==> src/include/pio_regs.svh <==
/*
 parallel io port block: register offsets, field masks, reset values, pin map.
 assumes one aligned 32-bit word per register, port index in address bits 6:4.
*/
`ifndef PIO_REGS_SVH
`define PIO_REGS_SVH

`define PIO_NPORTS 5
`define PIO_ADDR_W 8
`define PIO_PORT_A 3'h0
`define PIO_PORT_B 3'h1
`define PIO_PORT_C 3'h2
`define PIO_PORT_D 3'h3
`define PIO_PORT_E 3'h4

// register select within a port block, address bits 3:2
`define PIO_SEL_DATA 2'h0
`define PIO_SEL_DIR 2'h1
`define PIO_SEL_PULLUP 2'h2

// byte offsets of port b registers
`define PIO_OFS_B_DATA 8'h10
`define PIO_OFS_B_DIR 8'h14
`define PIO_OFS_B_PULLUP 8'h18

`define PIO_RST_DATA 8'h00
`define PIO_RST_DIR 8'h00
`define PIO_RST_PULLUP 8'h00

// pin population of port d; other ports carry eight pins
`define PIO_IMPL_FULL 8'hFF
`define PIO_IMPL_D 8'h7F
`define PIO_OUTONLY_D 8'h60
`define PIO_INONLY_D 8'h01

// port b pins used by peripherals
`define PIO_SCI_TX_BIT 0
`define PIO_SCI_RX_BIT 1
`define PIO_TMR1_BIT 2

`endif

==> src/include/pio_pkg.sv <==
/*
 parallel io port block: shared types.
 assumes pio_regs.svh holds all numeric constants.
*/
package pio_pkg;
   typedef logic [7:0] pio_byte_t;
   typedef enum logic [1:0] {
      PIO_RESP_OKAY = 2'b00,
      PIO_RESP_SLVERR = 2'b10
   } pio_resp_t;
endpackage

==> src/design/pio_port.sv <==
/*
 parallel io port block: five ports of latch, direction and pull-up registers
 behind an axi4-lite slave, with port b shared with serial unit and timer.
 assumes pins are synchronous to aclk and the pad resolves o/oe/pu.
*/
// The AXI4-Lite register port and the address map are this design's own decisions.
`timescale 1ns/1ps
`include "pio_regs.svh"

// What this block does
// - five ports, 39 pins; two pins output only, one pin input only
// - each pin has a data bit: write sets drive value, read gives pin level or latch
// - direction bits 7:0 per port, read/write, select drive and read source
// - input pin: driver off, data read returns the pin level
// - output pin: driver on, data read returns the latch contents
// - input pin: pull-up bit 0 disables, 1 enables the internal pull-up
// - output pin: pull-up bit ignored, pull-up kept off
// - peripheral owns a shared pin while active; released pin returns to gpio
// - port b pins shared with serial unit and timer channel one, peripheral wins
module pio_port (
   input wire logic aclk,
   input wire logic aresetn,
   input wire logic ce,
   input wire logic [7:0] s_axi_awaddr,
   input wire logic s_axi_awvalid,
   output logic s_axi_awready,
   input wire logic [31:0] s_axi_wdata,
   input wire logic [3:0] s_axi_wstrb,
   input wire logic s_axi_wvalid,
   output logic s_axi_wready,
   output logic [1:0] s_axi_bresp,
   output logic s_axi_bvalid,
   input wire logic s_axi_bready,
   input wire logic [7:0] s_axi_araddr,
   input wire logic s_axi_arvalid,
   output logic s_axi_arready,
   output logic [31:0] s_axi_rdata,
   output logic [1:0] s_axi_rresp,
   output logic s_axi_rvalid,
   input wire logic s_axi_rready,
   input wire logic [4:0][7:0] pin_i,
   output logic [4:0][7:0] pin_o,
   output logic [4:0][7:0] pin_oe,
   output logic [4:0][7:0] pin_pu,
   input wire logic sci_en,
   input wire logic sci_txd,
   output logic sci_rxd,
   input wire logic tmr1_en,
   input wire logic tmr1_out,
   input wire logic tmr1_oe,
   output logic tmr1_in
);

   ////////////////////////////////////////////////////////////////////////////
   // registers
   pio_pkg::pio_byte_t data_ff [`PIO_NPORTS];
   pio_pkg::pio_byte_t dir_ff [`PIO_NPORTS];
   pio_pkg::pio_byte_t pe_ff [`PIO_NPORTS];
   pio_pkg::pio_byte_t nxt_data [`PIO_NPORTS];
   pio_pkg::pio_byte_t nxt_dir [`PIO_NPORTS];
   pio_pkg::pio_byte_t nxt_pe [`PIO_NPORTS];
   pio_pkg::pio_byte_t impl [`PIO_NPORTS];
   pio_pkg::pio_byte_t dir_eff [`PIO_NPORTS];
   pio_pkg::pio_byte_t own_b;

   logic aw_have_ff, w_have_ff, awready_ff, wready_ff, bvalid_ff;
   logic nxt_aw_have, nxt_w_have, nxt_awready, nxt_wready, nxt_bvalid;
   logic [7:0] awaddr_ff, nxt_awaddr;
   logic [7:0] wdata_ff, nxt_wdata;
   logic wstrb0_ff, nxt_wstrb0;
   logic [1:0] bresp_ff, nxt_bresp;
   logic arready_ff, rvalid_ff, nxt_arready, nxt_rvalid;
   logic [31:0] rdata_ff, nxt_rdata;
   logic [1:0] rresp_ff, nxt_rresp;
   logic wr_go;
   logic [4:0][7:0] nxt_pin_o, nxt_pin_oe, nxt_pin_pu;
   logic nxt_sci_rxd, nxt_tmr1_in;
   logic [4:0][7:0] pin_o_ff, pin_oe_ff, pin_pu_ff;
   logic sci_rxd_ff, tmr1_in_ff;

   function automatic logic mapped(input logic [7:0] a);
      mapped = (a[6:4] <= `PIO_PORT_E) && !a[7] && (a[3:2] != 2'h3);
   endfunction

   ////////////////////////////////////////////////////////////////////////////
   // pin population, effective direction, peripheral ownership
   always_comb begin
      for (int p = 0; p < `PIO_NPORTS; p++) begin
         impl[p] = `PIO_IMPL_FULL;
         dir_eff[p] = dir_ff[p];
      end
      impl[`PIO_PORT_D] = `PIO_IMPL_D;
      dir_eff[`PIO_PORT_D] = ((dir_ff[`PIO_PORT_D] & ~`PIO_INONLY_D) | `PIO_OUTONLY_D)
                             & `PIO_IMPL_D;
      own_b = 8'h00;
      if (sci_en) begin
         own_b[`PIO_SCI_TX_BIT] = 1'b1;
         own_b[`PIO_SCI_RX_BIT] = 1'b1;
      end
      if (tmr1_en) begin
         own_b[`PIO_TMR1_BIT] = 1'b1;
      end
   end

   ////////////////////////////////////////////////////////////////////////////
   // pin drive
   always_comb begin
      for (int p = 0; p < `PIO_NPORTS; p++) begin
         nxt_pin_oe[p] = dir_eff[p] & impl[p];
         nxt_pin_o[p] = data_ff[p] & dir_eff[p] & impl[p];
         nxt_pin_pu[p] = pe_ff[p] & ~dir_eff[p] & impl[p];
      end
      // owned pins leave gpio control; release restores it at the next enabled clock edge, when the pin registers load
      nxt_pin_oe[`PIO_PORT_B] = nxt_pin_oe[`PIO_PORT_B] & ~own_b;
      nxt_pin_o[`PIO_PORT_B] = nxt_pin_o[`PIO_PORT_B] & ~own_b;
      nxt_pin_pu[`PIO_PORT_B] = nxt_pin_pu[`PIO_PORT_B] & ~own_b;
      if (sci_en) begin
         nxt_pin_oe[`PIO_PORT_B][`PIO_SCI_TX_BIT] = 1'b1;
         nxt_pin_o[`PIO_PORT_B][`PIO_SCI_TX_BIT] = sci_txd;
      end
      if (tmr1_en) begin
         nxt_pin_oe[`PIO_PORT_B][`PIO_TMR1_BIT] = tmr1_oe;
         nxt_pin_o[`PIO_PORT_B][`PIO_TMR1_BIT] = tmr1_out & tmr1_oe;
      end
      nxt_sci_rxd = pin_i[`PIO_PORT_B][`PIO_SCI_RX_BIT];
      nxt_tmr1_in = pin_i[`PIO_PORT_B][`PIO_TMR1_BIT];
   end

   always_ff @(posedge aclk) begin
      if (!aresetn) begin
         pin_o_ff <= '0;
         pin_oe_ff <= '0;
         pin_pu_ff <= '0;
         sci_rxd_ff <= 1'b0;
         tmr1_in_ff <= 1'b0;
      end else if (ce) begin
         pin_o_ff <= nxt_pin_o;
         pin_oe_ff <= nxt_pin_oe;
         pin_pu_ff <= nxt_pin_pu;
         sci_rxd_ff <= nxt_sci_rxd;
         tmr1_in_ff <= nxt_tmr1_in;
      end
   end

   ////////////////////////////////////////////////////////////////////////////
   // axi4-lite write channel and register update
   assign wr_go = aw_have_ff && w_have_ff && !bvalid_ff;

   always_comb begin
      nxt_aw_have = aw_have_ff;
      nxt_w_have = w_have_ff;
      nxt_awaddr = awaddr_ff;
      nxt_wdata = wdata_ff;
      nxt_wstrb0 = wstrb0_ff;
      nxt_bvalid = bvalid_ff;
      nxt_bresp = bresp_ff;
      for (int p = 0; p < `PIO_NPORTS; p++) begin
         nxt_data[p] = data_ff[p];
         nxt_dir[p] = dir_ff[p];
         nxt_pe[p] = pe_ff[p];
      end
      if (s_axi_awvalid && awready_ff) begin
         nxt_aw_have = 1'b1;
         nxt_awaddr = s_axi_awaddr;
      end
      if (s_axi_wvalid && wready_ff) begin
         nxt_w_have = 1'b1;
         nxt_wdata = s_axi_wdata[7:0];
         nxt_wstrb0 = s_axi_wstrb[0];
      end
      if (bvalid_ff && s_axi_bready) begin
         nxt_bvalid = 1'b0;
      end
      if (wr_go) begin
         nxt_aw_have = 1'b0;
         nxt_w_have = 1'b0;
         nxt_bvalid = 1'b1;
         nxt_bresp = mapped(awaddr_ff) ? pio_pkg::PIO_RESP_OKAY : pio_pkg::PIO_RESP_SLVERR;
         if (mapped(awaddr_ff) && wstrb0_ff) begin
            case (awaddr_ff[3:2])
               `PIO_SEL_DATA: nxt_data[awaddr_ff[6:4]] = wdata_ff;
               `PIO_SEL_DIR: nxt_dir[awaddr_ff[6:4]] = wdata_ff;
               `PIO_SEL_PULLUP: nxt_pe[awaddr_ff[6:4]] = wdata_ff;
               default: nxt_bvalid = 1'b1;
            endcase
         end
      end
      nxt_awready = !nxt_aw_have && !nxt_bvalid;
      nxt_wready = !nxt_w_have && !nxt_bvalid;
   end

   always_ff @(posedge aclk) begin
      if (!aresetn) begin
         aw_have_ff <= 1'b0;
         w_have_ff <= 1'b0;
         awready_ff <= 1'b0;
         wready_ff <= 1'b0;
         bvalid_ff <= 1'b0;
         bresp_ff <= pio_pkg::PIO_RESP_OKAY;
         awaddr_ff <= 8'h00;
         wdata_ff <= 8'h00;
         wstrb0_ff <= 1'b0;
         for (int p = 0; p < `PIO_NPORTS; p++) begin
            data_ff[p] <= `PIO_RST_DATA;
            dir_ff[p] <= `PIO_RST_DIR;
            pe_ff[p] <= `PIO_RST_PULLUP;
         end
      end else if (ce) begin
         aw_have_ff <= nxt_aw_have;
         w_have_ff <= nxt_w_have;
         awready_ff <= nxt_awready;
         wready_ff <= nxt_wready;
         bvalid_ff <= nxt_bvalid;
         bresp_ff <= nxt_bresp;
         awaddr_ff <= nxt_awaddr;
         wdata_ff <= nxt_wdata;
         wstrb0_ff <= nxt_wstrb0;
         for (int p = 0; p < `PIO_NPORTS; p++) begin
            data_ff[p] <= nxt_data[p];
            dir_ff[p] <= nxt_dir[p];
            pe_ff[p] <= nxt_pe[p];
         end
      end
   end

   ////////////////////////////////////////////////////////////////////////////
   // axi4-lite read channel
   always_comb begin
      nxt_rvalid = rvalid_ff;
      nxt_rdata = rdata_ff;
      nxt_rresp = rresp_ff;
      if (rvalid_ff && s_axi_rready) begin
         nxt_rvalid = 1'b0;
      end
      if (s_axi_arvalid && arready_ff) begin
         nxt_rvalid = 1'b1;
         nxt_rdata = 32'h0000_0000;
         nxt_rresp = pio_pkg::PIO_RESP_SLVERR;
         if (mapped(s_axi_araddr)) begin
            nxt_rresp = pio_pkg::PIO_RESP_OKAY;
            case (s_axi_araddr[3:2])
               `PIO_SEL_DATA: nxt_rdata[7:0] = impl[s_axi_araddr[6:4]] &
                  ((dir_eff[s_axi_araddr[6:4]] & data_ff[s_axi_araddr[6:4]]) |
                   (~dir_eff[s_axi_araddr[6:4]] & pin_i[s_axi_araddr[6:4]]));
               `PIO_SEL_DIR: nxt_rdata[7:0] = dir_ff[s_axi_araddr[6:4]];
               `PIO_SEL_PULLUP: nxt_rdata[7:0] = pe_ff[s_axi_araddr[6:4]];
               default: nxt_rdata = 32'h0000_0000;
            endcase
         end
      end
      nxt_arready = !nxt_rvalid;
   end

   always_ff @(posedge aclk) begin
      if (!aresetn) begin
         arready_ff <= 1'b0;
         rvalid_ff <= 1'b0;
         rdata_ff <= 32'h0000_0000;
         rresp_ff <= pio_pkg::PIO_RESP_OKAY;
      end else if (ce) begin
         arready_ff <= nxt_arready;
         rvalid_ff <= nxt_rvalid;
         rdata_ff <= nxt_rdata;
         rresp_ff <= nxt_rresp;
      end
   end

   assign s_axi_awready = awready_ff;
   assign s_axi_wready = wready_ff;
   assign s_axi_bvalid = bvalid_ff;
   assign s_axi_bresp = bresp_ff;
   assign s_axi_arready = arready_ff;
   assign s_axi_rvalid = rvalid_ff;
   assign s_axi_rdata = rdata_ff;
   assign s_axi_rresp = rresp_ff;
   assign pin_o = pin_o_ff;
   assign pin_oe = pin_oe_ff;
   assign pin_pu = pin_pu_ff;
   assign sci_rxd = sci_rxd_ff;
   assign tmr1_in = tmr1_in_ff;
endmodule

==> config.mk <==
export PLATFORM = sky130hd
export DESIGN_NAME = pio_port
export DESIGN_NICKNAME = d
export VERILOG_FILES = /design/src/include/pio_pkg.sv /design/src/design/pio_port.sv
export VERILOG_INCLUDE_DIRS = /design/src /design/src/include
export SDC_FILE = /design/constraint.sdc
export NUM_CORES = 1
export LEC_CHECK = 0
export BUFFER_PORTS_ARGS = -buffer_cell sky130_fd_sc_hd__buf_2
export CORE_MARGIN = 4
export CORE_UTILIZATION = 40
export CTS_CLUSTER_DIAMETER = 40
export DETAILED_ROUTE_END_ITERATION = 16
export GPL_TIMING_DRIVEN = 0
export SLEW_MARGIN = 20
export SYNTH_ARGS = -nofsm -noshare
export SYNTH_HDL_FRONTEND = slang
export SYNTH_SLANG_ARGS = --single-unit
export TNS_END_PERCENT = 1
==> constraint.sdc <==
create_clock -name aclk -period 6.3 [get_ports aclk]
set_clock_uncertainty 0.05 [all_clocks]
set_input_delay 1.26 -clock aclk [delete_from_list [all_inputs] [get_ports aclk]]
set_output_delay 1.26 -clock aclk [all_outputs]
set_load 0.02 [all_outputs]
# ---- Yosys cells after proc, flatten, opt, wreduce, memory -nomap -nowiden
# Memory sizes are Yosys's and may differ from the RTL's.
# Index checks and enable logic that the tools add are counted.
dict set report word_totals {
  ramBits 120
  reg_bits 177
  rom_bits 64
  elab_cells 174
  out_inout_bits 163
  mem_count 4
}
# name depth word_bits rd rd_ports_with_merged_regs wr line
set mem_list {}
lappend mem_list {{(no name shown)} 8 8 1 0 0 pio_port.sv:242} ;# `PIO_SEL_DATA: nxt_rdata[7:0] = impl[s_axi_araddr[6:4]] &
lappend mem_list {data_ff 5 8 6 0 5 pio_port.sv:56} ;# pio_pkg::pio_byte_t data_ff [`PIO_NPORTS];
lappend mem_list {dir_ff 5 8 6 0 5 pio_port.sv:57} ;# pio_pkg::pio_byte_t dir_ff [`PIO_NPORTS];
lappend mem_list {pe_ff 5 8 6 0 5 pio_port.sv:58} ;# pio_pkg::pio_byte_t pe_ff [`PIO_NPORTS];
dict set report classes {
  reduce_logical 28
  eq_ne 6
  bitwise_logic 42
  muxes 58
  n_lt_le_gt_ge 6
}
# operator count
set ops {}
lappend ops {{2-to-1 mux 40 bit} 9}
lappend ops {{2-to-1 mux 8 bit} 22}
lappend ops {{bitwise mux 40 bit} 3}
lappend ops {{AND 8 bit} 14}
lappend ops {{binary-select mux 8 bit (select 3 bit)} 2}
lappend ops {{inverter 8 bit} 5}
lappend ops {{demux 8 bit (select 3 bit)} 1}
lappend ops {{one-hot mux 8 bit (3 select lines)} 1}
lappend ops {{2-to-1 mux 1 bit} 17}
lappend ops {{logical AND 1 bit} 15}
lappend ops {{OR 1 bit} 15}
lappend ops {{AND 7 bit} 2}
lappend ops {{>= comparator 4 bit, second input constant} 2}
lappend ops {{inverter 3 -> 4 bit} 2}
lappend ops {{inverter 3 -> 8 bit} 1}
lappend ops {{OR 8 bit} 1}
lappend ops {{AND reduction 2 bit} 4}
lappend ops {{logical NOT 1 bit} 7}
lappend ops {{inverter 7 bit} 1}
lappend ops {{less-or-equal comparator 3 bit, second input constant} 2}
lappend ops {{2-to-1 mux 2 bit} 3}
lappend ops {{equality test 2 x 1 -> 1 bit, second input constant} 2}
lappend ops {{equality test 2 bit, second input constant} 2}
lappend ops {{logical NOT 2 bit} 2}
lappend ops {{other kinds (4)} 5}

# ---- Logic depth before layout (Yosys ltp)
dict set report logic_depth {
  word_depth 10
  mapped_depth 8
}

# ---- Worst setup path after synthesis
# No wires, ideal clock.
dict set report synth_path {
  path_type {in2reg}
  from {in ce}
  to {mem dir_ff[0][0] (netlist bit) (enable)}
  slack_ps 1089
  arrival_time_ps 4669
  n_path_buf 1
  t_required_ps 5757
  path_stages 5
  cell_sequence {buf_2 -> nand4b_1 -> inv_1 -> nand4_1 -> o21ai_0}
}
# item line
set synth_lines {}
lappend synth_lines {{start, declared} pio_port.sv:23} ;# input wire logic ce,
lappend synth_lines {{end, declared} pio_port.sv:57}

==> out/metrics.yaml <==
die:
  initial_core_util: 0.405
  die_h_um: 184
  die_w_um: 184
  die-area_sq_um: 33900
  rows: 64
  io_pins: 268
  coreArea_sq_um: 30600
sta:
  final.min_clock_period_ns: 3.19
  maxSlewViolCount: 0
  tightest_slew_ns: 1.07
  fin_crit_sh: 0.507
  fmax_ghz: 0.313
  setup_viol: 0
  finalHoldViolations: 0
  relSlewSlack: 0.282
  rsz0062_at_grt: "no"
  setup_tns_ns: 0
critical_path:
  arrival_ns: 3.43
  cp_max_fo: 11
  cpPeakStageDelay_ns: 0.67
  crit_slowest_cell: "clkbuf_1"
  reg2reg_depth: 6
  path_common_cell: "clkbuf_1"
  crit_chain: "clkbuf_1 > clkbuf_1 > clkbuf_1 > o31ai_4 > buf_8 > buf_8"
  crit_type: "in -> reg"
  required_ns: 6.54
  startpoint_type: "input port"
  critPathCaptureType: "flip-flop"
routing:
  drtPass1Iterations: 5
  first_iter_violations: 887
  via_per_inst: 5.48
  ant_nets: 0
  num_vias: 10600
  wire_per_inst_um: 23.7
  route.detailed.drc: 0
  drt_wl_total_um: 46000
final_layout:
  area_growth_pct: 26.7
  finalNetCount: 1615
  multiInputGateArea_sq_um: 5430
  fillers: 2930
  drive_gt1_frac: 0.227
  ff_latch_area_sq_um: 6470
  layoutNonFillerInstCount: 1940
job:
  maxCapViolations: 0
pwr:
  p_int_w: 0.00364
  p_sw_w: 0.00122
  max-vdd-ir-drop_mv: 0.185
  p_leak_nw: 6.53
  power_density_nw_per_um2: 310
  power.share.clock: 0.508
  total_power_w: 0.00486
  swShare: 0.252
  p_comb_frac: 0.092
  p_seq_frac: 0.400
place:
  finalWeightedCongestion: 0.984
  dp_hpwl_um: 35000
  port_buffers: 197
  dp_cells: 1862
logic_synthesis:
  synth_edf_count: 118
  synth_top_area_frac: 0.286
  ys_ff_latch: 264
  syn_area_sq_um: 12400
  yosysMostFrequentCell: "nand2_1"
  synth_common_cells: "nand2_1 (194), dfxtp_1 (146), a21oi_1 (131)"
  synth_warnings: 0
  synth_ff_type: "dfxtp_1"
  synthArstFlopShare: 0
  yosysSeqAreaShare: 0.521
  synth.avg_cell_area_sq_um: 10.1
  ys_types: 59
  synth_top_area_cell: "edfxtp_1"
  ys_top_cells_by_area: "edfxtp_1 (29%), dfxtp_1 (24%), mux2i_1 (8.0%), nand2_1 (5.9%), a21oi_1 (5.3%)"
  syn_inst: 1230
worst_hold_path:
  hold_depth: 1
  hp-class: "reg -> reg"
grt:
  gr-usage-all-layers: 0.263
  antenna_found_initial: 1
  grt_pass1_vias: 10400
  gr-total-overflow: 0
  grt_pass1_wl_um: 66900
  grt_start_max_net_pins: 21
outcome:
  status: "finished, final reports clean"
clock_network:
  htreeDepth: 2
  post_cts_buffers: 0
  cts_tree: "built"
  cts_hold_buf: 0
  clkTransAtPathRegs_ns: 0.05
  clock_latency_ns: 0.54
  post_cts_resized: 0
  cts_made_buffers: 42
  root_buffer: "clkbuf_16"
  clk_path_buf_depth: 3
  clock_sinks: 264
## metal layers
| layer | track usage | wire [um] | up-vias |
|---|---|---|---|
| met5 | 0 | 14 | - |
| met4 | 0.0902 | 1660 | 2 |
| met3 | 0.0489 | 3680 | 105 |
| met2 | 0.420 | 21200 | 512 |
| met1 | 0.362 | 19500 | 5113 |
| li1 | - | - | 4891 |
## state kept, by name, indices dropped and copies added, names as in the netlist, 6 cells and up
| name | cells |
|---|---|
| data_ff | 38 |
| pin_o | 38 |
| pin_pu | 37 |
| s_axi_rdata | 8 |
| pin_oe | 37 |
| dir_ff | 40 |
| pe_ff | 40 |
| awaddr_ff | 6 |
| wdata_ff | 8 |
## critical path: cells and delay by family
family	cells	cell delay, ns
compound gates	1	0.32
buf+inv	5	1.83
## stage by stage
stage / setup WS, ns / hold slack (ns) / utilization / area, sq um
2_1_floorplan: 1.09 / 0.386 / - / 12500
3_3_place_gp: -1.68 / 0.401 / 0.458 / 14000
3_5_place_dp: 2.56 / 0.395 / 0.464 / 14200
4_1_cts: 3.09 / 0.409 / 0.513 / 15700
5_1_grt: 3.00 / 0.432 / 0.513 / 15700
6_report: 3.11 / 0.412 / 0.514 / 15700
## cell usage in the layout (no fill, tap or decap), types with 33 or more instances in the layout
master / n
buf_4: 36
nand2b_1: 75
a21oi_1: 131
conb_1: 33
buf_2: 215
a21boi_0: 80
nand3_1: 44
clkbuf_1: 63
nand2_1: 194
edfxtp_1: 118
mux2i_1: 99
dfxtp_1: 146
clkbuf_16: 44
nor2b_1: 57
nand3b_1: 34
## kinds of logic after synthesis
group	count (synthesis)	synth area share
flip-flops	264	0.521
AO/OA/AOI/OAI	285	0.146
multiplexers	107	0.0926
AND/OR/NAND/NOR	445	0.186
other	1	0.000302
buffers and inverters	128	0.0533
## layout make-up
class / instances / area share
Sequential cell: 264 / 0.412
Tap cell: 396 / 0.0315
Timing Repair Buffer: 204 / 0.0724
Buffer: 116 / 0.0392
Clock inverter: 20 / 0.0195
Antenna cell: 1 / 0.000159
Clock buffer: 57 / 0.0770
Inverter: 12 / 0.00287
Multi-Input combinational cell: 870 / 0.346
## power groups by stage
stage,Sequential [W],Combinational (W),Clock (W)
floorplan,0.00198,0.000241,0
global placement,0.00198,0.000429,0
detailed placement,0.00198,0.000444,0
CTS,0.00194,0.000446,0.00250
global route,0.00195,0.000481,0.00257
finish,0.00195,0.000449,0.00247
## worst paths after layout
check	start	endpoint	slack, ns
setup / recovery	aresetn	data_ff[1][7]	3.11
hold / removal	s_axi_rdata[6]	s_axi_rdata[6]	0.41
setup reg to reg	awaddr_ff[5]	data_ff[1][7]	3.73
hold reg to reg	s_axi_rdata[6]	s_axi_rdata[6]	0.41
Note: power is estimated with default switching activity, not from simulation.
